**src/include/tcr_consts.svh**
```systemverilog
`ifndef TCR_CONSTS_SVH
`define TCR_CONSTS_SVH

// Byte addresses of the register words
`define TCR_CTRL_OFS 32'h1000_0074
`define TCR_STAT_OFS 32'h1000_0078
`define TCR_PLL_OFS 32'h1000_007C
`define TCR_ID_OFS 32'h1000_0084
`define TCR_LOCK_OFS 32'h1000_00C0

// Control word: live bits 12:0, bits 31:13 read as zero
`define TCR_CTRL_W 13
`define TCR_CTRL_RESET 13'h11F8
`define TCR_PLL_RESET 32'h0B01_01D0
`define TCR_UNLOCK_KEY 32'h0000_A05F

// Status word: live bits 7:0
`define TCR_STAT_W 8
`define TCR_SYNC_W 9

// Identification word field positions
`define TCR_ID_TYPE_LSB 24
`define TCR_ID_DCACHE_LSB 15
`define TCR_ID_ICACHE_LSB 12
`define TCR_CACHE_32K 3'h4

`endif

```
**src/include/tcr_pkg.sv**
```systemverilog
package tcr_pkg;

  typedef struct packed {
    logic [1:0] clock_test_select;
    logic pll_vco_power_off;
    logic pll_bypass_ctl;
    logic vector_unit_reset_n;
    logic nondebug_reset_n;
    logic bus_if_reset_n;
    logic pll_hard_reset_n;
    logic trace_trigger_reset_n;
    logic debug_bus_reset_n;
    logic fast_irq_unmaskable_cfg;
    logic syscop_disable;
    logic high_vector_select;
  } tcr_ctrl_t;

  typedef struct packed {
    logic [7:0] bus_clock_divider;
    logic [7:0] core_clock_divider;
    logic [11:0] feedback_multiplier;
    logic [3:0] reference_divider;
  } tcr_pll_t;

  typedef logic [8:0] tcr_sync_t;

  typedef struct packed {
    tcr_ctrl_t ctrl;
    tcr_pll_t pll;
    logic unlocked;
    logic [15:0] lock_low;
    logic cfg_update;
    logic pll_update;
    tcr_sync_t s1;
    tcr_sync_t s2;
    tcr_sync_t s3;
    tcr_sync_t filt;
  } tcr_regs_state_t;

  typedef struct packed {
    logic [31:0] hrdata;
    logic rd_wait;
    logic wr_pend;
    logic [31:0] wr_addr;
  } tcr_slave_state_t;

endpackage

```
**src/include/tcr_bus_if.sv**
```systemverilog
`timescale 1ns/1ps
interface tcr_bus_if;
  logic wr;
  logic [31:0] wr_addr;
  logic [31:0] wdata;
  logic [31:0] rd_addr;
  logic [31:0] rdata;

  modport slave (output wr, output wr_addr, output wdata, output rd_addr, input rdata);
  modport regs (input wr, input wr_addr, input wdata, input rd_addr, output rdata);
endinterface

```
**src/logic/tcr_ahb_slave.sv**
```systemverilog
`timescale 1ns/1ps
module tcr_ahb_slave
  import tcr_pkg::*;
(
  input wire logic hclk,
  input wire logic hresetn,
  input wire logic hsel,
  input wire logic [31:0] haddr,
  input wire logic [1:0] htrans,
  input wire logic hwrite,
  input wire logic [2:0] hsize,
  input wire logic [31:0] hwdata,
  input wire logic hready,
  output logic hreadyout,
  output logic hresp,
  output logic [31:0] hrdata,
  tcr_bus_if.slave bus
);
  tcr_slave_state_t st, st_next;
  logic take;

  // Only word transfers are expected; hsize is not checked
  assign take = hsel && htrans[1] && hready;
  assign hreadyout = !st.rd_wait;
  assign hresp = 1'b0;
  assign hrdata = st.hrdata;
  assign bus.wr = st.wr_pend;
  assign bus.wr_addr = st.wr_addr;
  assign bus.wdata = hwdata;

  always_comb begin
    st_next = st;
    bus.rd_addr = st.wr_addr;
    st_next.wr_pend = take && hwrite;
    if (take) begin
      st_next.wr_addr = haddr;
    end
    // One wait state on reads so a write just before is already visible
    st_next.rd_wait = take && !hwrite;
    if (st.rd_wait) begin
      st_next.hrdata = bus.rdata;
    end
  end

  always_ff @(posedge hclk or negedge hresetn) begin
    if (!hresetn) begin
      st <= '0;
    end else begin
      st <= st_next;
    end
  end
endmodule

```
**src/logic/tcr_regs.sv**
```systemverilog
// Design decision made here: the AHB-Lite register port.
`timescale 1ns/1ps
`include "tcr_consts.svh"
// Contract
// - Control word writes drive chip configuration inputs only while unlocked
// - Control bits 31:13 ignore writes, read zero
// - Bits 12:11 pick test clock, reset 10
// - Bit 10 powers off PLL VCO
// - Bit 9 bypasses PLL with reference clock
// - Bits 8:3 active-low resets, reset high
// - Bit 2 unmaskable FIQ, bit 1 disable
// - Bit 0 selects high exception vectors
// - Status word shows PLD fields, 31:8 zero
// - Status bit 5 shows idle standby
// - Status bit 4 shows both PLLs locked
// - Status bits 3:0 give build identifier
// - PLL word bits 31:24 bus divider
// - PLL word bits 23:16 core divider
// - Feedback multiplier 15:4, reference divider 3:0
// - Identification bits 31:24 give processor type
// - Bits 17:15 give data cache size
// - Bits 14:12 instruction cache size, rest zero
module tcr_regs
  import tcr_pkg::*;
#(
  parameter logic [7:0] PROC_TYPE_CODE = 8'h5A,  // Arbitrary value
  parameter logic [2:0] DATA_CACHE_CODE = `TCR_CACHE_32K,
  parameter logic [2:0] INSTR_CACHE_CODE = `TCR_CACHE_32K
)
(
  input wire logic hclk,
  input wire logic hresetn,
  input wire logic hsel,
  input wire logic [31:0] haddr,
  input wire logic [1:0] htrans,
  input wire logic hwrite,
  input wire logic [2:0] hsize,
  input wire logic [31:0] hwdata,
  input wire logic hready,
  output logic hreadyout,
  output logic hresp,
  output logic [31:0] hrdata,
  output logic [1:0] clock_test_select,
  output logic pll_vco_power_off,
  output logic pll_bypass_ctl,
  output logic vector_unit_reset_n,
  output logic nondebug_reset_n,
  output logic bus_if_reset_n,
  output logic pll_hard_reset_n,
  output logic trace_trigger_reset_n,
  output logic debug_bus_reset_n,
  output logic fast_irq_unmaskable_cfg,
  output logic syscop_disable,
  output logic high_vector_select,
  output logic cfg_update,
  output logic [7:0] bus_clock_divider,
  output logic [7:0] core_clock_divider,
  output logic [11:0] feedback_multiplier,
  output logic [3:0] reference_divider,
  output logic pll_update,
  input wire logic comms_receive_flag,
  input wire logic comms_transmit_flag,
  input wire logic idle_standby_flag,
  input wire logic chip_pll_locked,
  input wire logic board_pll_locked,
  input wire logic [3:0] logic_build_id
);
  tcr_bus_if bus ();
  tcr_regs_state_t st, st_next;
  tcr_sync_t raw_in;
  tcr_sync_t filt_next;
  logic [`TCR_STAT_W-1:0] status_word;
  logic [31:0] id_word;
  logic wr_ctrl;
  logic wr_pll;
  logic wr_lock;

  tcr_ahb_slave u_slave (
    .hclk(hclk),
    .hresetn(hresetn),
    .hsel(hsel),
    .haddr(haddr),
    .htrans(htrans),
    .hwrite(hwrite),
    .hsize(hsize),
    .hwdata(hwdata),
    .hready(hready),
    .hreadyout(hreadyout),
    .hresp(hresp),
    .hrdata(hrdata),
    .bus(bus.slave)
  );

  // Pins from the configuration logic run on their own timing
  assign raw_in = {logic_build_id, board_pll_locked, chip_pll_locked,
                   idle_standby_flag, comms_transmit_flag, comms_receive_flag};

  // A level counts only once stages two and three agree, rejecting one-cycle glitches
  for (genvar i = 0; i < `TCR_SYNC_W; i++) begin : g_filt
    assign filt_next[i] = (st.s2[i] == st.s3[i]) ? st.s3[i] : st.filt[i];
  end

  assign status_word = {st.filt[0],
                        st.filt[1],
                        st.filt[2],
                        st.filt[3] && st.filt[4],
                        st.filt[8:5]};

  assign id_word = {PROC_TYPE_CODE,
                    6'h00,
                    DATA_CACHE_CODE,
                    INSTR_CACHE_CODE,
                    12'h000};

  assign wr_ctrl = bus.wr && (bus.wr_addr == `TCR_CTRL_OFS);
  assign wr_pll = bus.wr && (bus.wr_addr == `TCR_PLL_OFS);
  assign wr_lock = bus.wr && (bus.wr_addr == `TCR_LOCK_OFS);

  always_comb begin
    st_next = st;
    st_next.s1 = raw_in;
    st_next.s2 = st.s1;
    st_next.s3 = st.s2;
    st_next.filt = filt_next;
    st_next.cfg_update = 1'b0;
    st_next.pll_update = 1'b0;
    if (wr_lock) begin
      // Any value other than the key relocks
      st_next.unlocked = (bus.wdata == `TCR_UNLOCK_KEY);
      st_next.lock_low = bus.wdata[15:0];
    end
    if (wr_ctrl && st.unlocked) begin
      st_next.ctrl = tcr_ctrl_t'(bus.wdata[`TCR_CTRL_W-1:0]);
      st_next.cfg_update = 1'b1;
    end
    if (wr_pll && st.unlocked) begin
      st_next.pll = tcr_pll_t'(bus.wdata);
      st_next.pll_update = 1'b1;
    end
  end

  always_comb begin
    unique case (bus.rd_addr)
      `TCR_CTRL_OFS: bus.rdata = {19'h0_0000, st.ctrl};
      `TCR_STAT_OFS: bus.rdata = {24'h00_0000, status_word};
      `TCR_PLL_OFS: bus.rdata = st.pll;
      `TCR_ID_OFS: bus.rdata = id_word;
      `TCR_LOCK_OFS: bus.rdata = {15'h0000, !st.unlocked, st.lock_low};
      default: bus.rdata = 32'h0000_0000;
    endcase
  end

  always_ff @(posedge hclk or negedge hresetn) begin
    if (!hresetn) begin
      st <= '0;
      st.ctrl <= tcr_ctrl_t'(`TCR_CTRL_RESET);
      st.pll <= tcr_pll_t'(`TCR_PLL_RESET);
    end else begin
      st <= st_next;
    end
  end

  // Field to pin map; reset levels come from the control reset constant
  assign clock_test_select = st.ctrl.clock_test_select;
  assign pll_vco_power_off = st.ctrl.pll_vco_power_off;
  assign pll_bypass_ctl = st.ctrl.pll_bypass_ctl;
  assign vector_unit_reset_n = st.ctrl.vector_unit_reset_n;
  assign nondebug_reset_n = st.ctrl.nondebug_reset_n;
  assign bus_if_reset_n = st.ctrl.bus_if_reset_n;
  assign pll_hard_reset_n = st.ctrl.pll_hard_reset_n;
  assign trace_trigger_reset_n = st.ctrl.trace_trigger_reset_n;
  assign debug_bus_reset_n = st.ctrl.debug_bus_reset_n;
  // Chip samples these three only in its own reset
  assign fast_irq_unmaskable_cfg = st.ctrl.fast_irq_unmaskable_cfg;
  assign syscop_disable = st.ctrl.syscop_disable;
  assign high_vector_select = st.ctrl.high_vector_select;
  assign cfg_update = st.cfg_update;
  assign bus_clock_divider = st.pll.bus_clock_divider;
  assign core_clock_divider = st.pll.core_clock_divider;
  assign feedback_multiplier = st.pll.feedback_multiplier;
  assign reference_divider = st.pll.reference_divider;
  assign pll_update = st.pll_update;
endmodule
```
**config.mk**
```make
export PLATFORM = sky130hd
export DESIGN_NAME = tcr_regs
export DESIGN_NICKNAME = d
export VERILOG_FILES = /design/src/include/tcr_pkg.sv /design/src/include/tcr_bus_if.sv /design/src/logic/tcr_ahb_slave.sv /design/src/logic/tcr_regs.sv
export VERILOG_INCLUDE_DIRS = /design/src /design/src/include
export SDC_FILE = /design/constraint.sdc
export NUM_CORES = 1
export LEC_CHECK = 0
export BUFFER_PORTS_ARGS = -buffer_cell sky130_fd_sc_hd__buf_4
export CORE_MARGIN = 1
export CORE_UTILIZATION = 50
export CTS_CLUSTER_SIZE = 40
export DETAILED_ROUTE_END_ITERATION = 7
export HOLD_SLACK_MARGIN = 0.08
export PLACE_DENSITY = 0.8
export SETUP_SLACK_MARGIN = 0.05
export SLEW_MARGIN = 10
export SYNTH_ARGS = -nofsm -noshare
export SYNTH_HDL_FRONTEND = slang
export SYNTH_SLANG_ARGS = --single-unit
```
**constraint.sdc**
```tcl
create_clock -name hclk -period 4.3 [get_ports hclk]
set_input_delay 0.43 -clock hclk [delete_from_list [all_inputs] [get_ports hclk]]
set_output_delay 0.43 -clock hclk [all_outputs]
set_load 0.02 [all_outputs]
```
==> flow_summary.ini <==
[status]
status = complete, no violations

[logic_synthesis]
synth-seq-cells = 166
syn_area_mm2 = 0.00698
yosys-top-cells-count = dfrtp_1 (151), mux2_2 (73), buf_4 (71), mux2_1 (29), o2bb2ai_1 (17)
syn_inst = 503
synthArstFlopShare_pct = 100
yosys_warnings = 0
synth-compound-area-share_pct = 6.65
synth_top_area_cell = dfrtp_1
yosys.area_share.simple_pct = 6.08
synth_edf_count = 0
syn_nets = 586
post-synth-top-count-cell = dfrtp_1
synth_top_family_by_area = multiplexers
synthXorXnorAreaFrac_pct = 0
yosys.cell_types.count = 43
synth.mux.area_fraction_pct = 16.5
yosys-top-cells-area = dfrtp_1 (54%), mux2_2 (12%), buf_4 (7.6%), dfstp_2 (5.7%), mux2_1 (4.7%)
synth-seq-area-share_pct = 59.8
synth_top_area_share_pct = 54.2
ys.flop_type = dfrtp_1
synthAdderAreaFrac_pct = 1.29
avgSynthCellArea_um2 = 13.9

[floorplanning]
pin_count = 164
die_h_um = 120
rows = 42
dieArea_mm2 = 0.0144
core_area_mm2 = 0.0134
die_width_um = 120
initial_utilization_pct = 52.1

[grt]
antenna_found_initial = 0
grt_usage_pct = 22.7
gr-max-usage-layer = met2
overflow = 0
grt_pass1_wl_um = 24400
met2_usage_pct = 37.1
grtUsageMet3_pct = 6.18
grt_pass1_vias = 4534
grt_max_degree = 114
use_met1_pct = 28.1

[routing]
routedWlPerCell_um = 19.3
routed_via_density = 5.57
postRouteAntennaNets = 0
vias = 4382
drcViolationCount = 0
drt-total-wl_um = 15200
drt_pass1_iterations = 4
drt_iter0_drc = 312

[timing]
slew_headroom_pct = 34.2
fin_skew_ns = 0.00922
whs_ns = 0.107
max_freq_mhz = 325
fin_crit_ns = 3.08
tightestPinTransition_ns = 0.987
drv_slew = 0
final.setup.tns_ns = 0
finalCritPeriodShare_pct = 71.6
rsz0062_at_grt = no
hold_viol = 0
setup_viol = 0

[worst_setup_path]
cp-end-kind = flop
cp.arrival_ns = 3.38
ff2ff_path_depth = 7
critPathRequiredTime_ns = 4.60
criticalPathCategory = flop to flop
crit_fanout = 25
cp-start-kind = flop

[cts]
post_cts_buffers = 0
cts_sinks = 166
cts_buffers = 17
hold_buffers = 0
clkTransAtPathRegs_ns = 0.06
clk_path_buf_depth = 2
cts_max_level = 4
cts_resized = 0
clock_latency_ns = 0.43
cts_tree = yes
cts-root-buf = clkbuf_16

[layout]
insertedDiodeCount = 0
fillCellCount = 1005
drive_above_1_share_pct = 48.3
syn_to_final_growth_pct = 22.3
fin_nets = 681

[power]
pwr_density_cell_mw_per_mm2 = 436
power_mw = 3.72
leakage_nw = 4.17
peakVddDrop_mv = 0.327

[place]
dp_hpwl_um = 10400
gp_congestion = 0.841
port_buffers = 158

[worst_hold_path]
min_path_cells = 1
hold_path.class = input port to flop

[job]
cap_violations = 0
==> layout make-up <==
cell class	count	area [µm²]	share of cell area, %
sequential	166	4170	48.9
multi-input combinational	233	2130	25.0
clock buffer	20	457	5.35
timing repair buffer	167	1260	14.7
inverter	13	48.8	0.572
tap	176	220	2.58
clock inverter	12	245	2.87
==> power breakdown <==
| group | leakage [nW] | switching [mW] | internal [mW] |
|---|---|---|---|
| Combinational | 1.72 | 0.113 | 0.121 |
| Sequential | 2.11 | 0.0537 | 1.64 |
| Clock | 0.341 | 0.606 | 1.18 |
==> through the flow <==
stage / utilization, % / cell area [µm²] / instances / worst slack, ns
floorplan: - / 6980 / 503 / 2.27
detailed placement: 58.4 / 7830 / 755 / 1.25
CTS: 63.7 / 8530 / 787 / 1.22
global route: 63.7 / 8530 / 787 / 0.995
finish: 63.7 / 8530 / 787 / 1.22
global placement: 58.4 / 7830 / 755 / 1.30
==> cell usage in the layout, fill, tap and decap left out, types with 2 or more instances in the layout <==
cell / count
a211o_1: 5
a222oi_1: 7
a22o_1: 5
a22oi_1: 5
a31oi_1: 4
a32o_1: 2
and2_1: 3
and3_1: 11
buf_4: 166
bufinv_16: 7
clkbuf_16: 17
clkbuf_8: 2
clkinv_2: 2
dfrtp_1: 151
dfstp_2: 15
inv_1: 13
inv_6: 2
maj3_1: 9
mux2_1: 29
mux2_2: 73
nand2_1: 3
nand3_1: 12
nand4_1: 4
nor2_1: 4
nor2b_1: 2
nor3_1: 2
nor3_2: 2
nor4_1: 8
nor4_2: 3
o21ai_0: 10
o2bb2ai_1: 17
==> final timing paths <==
kind                                         start                endpoint  slack, ns
max reg2reg                u_slave.bus.rd_addr[23]    bus_clock_divider[4]       1.22
max                        u_slave.bus.rd_addr[23]    bus_clock_divider[4]       1.22
min                                chip_pll_locked                  st[30]       0.11
max in group asynchronous                  hresetn     vector_unit_reset_n       3.15
min in group asynchronous                  hresetn  feedback_multiplier[6]       0.12
min reg2reg                                 st[35]                  st[26]       0.35
==> worst max-delay path, stage by stage, from the launching register on <==
cell	delay, ns
dfrtp_1	0.38
nor4_1	0.47
nand3_1	0.27
nor3_2	0.21
buf_4	0.28
and2_1	0.50
buf_4	0.45
mux2_2	0.39
==> logic make-up after synthesis <==
| logic type | Yosys count |
|---|---|
| other cells | 1 |
| fa+ha+maj | 9 |
| buf+inv | 104 |
| simple gates | 62 |
| flops | 166 |
| compound gates | 59 |
| mux | 102 |
==> sequential cells by signal, indices dropped and copies added (netlist names), 2 cells and up <==
signal	cells
st	53
u_slave.bus.rd_addr	32
u_slave.hrdata	32
feedback_multiplier	12
bus_clock_divider	8
core_clock_divider	8
reference_divider	4
clock_test_select	2
==> metal layers <==
layer  wire length [µm]  part of all wire (%)
met1               6300                    41
met2               7470                    49
met3               1120                   7.4
met4                296                   1.9
met5                  0                     0
Power figures use the tool's default switching activity.
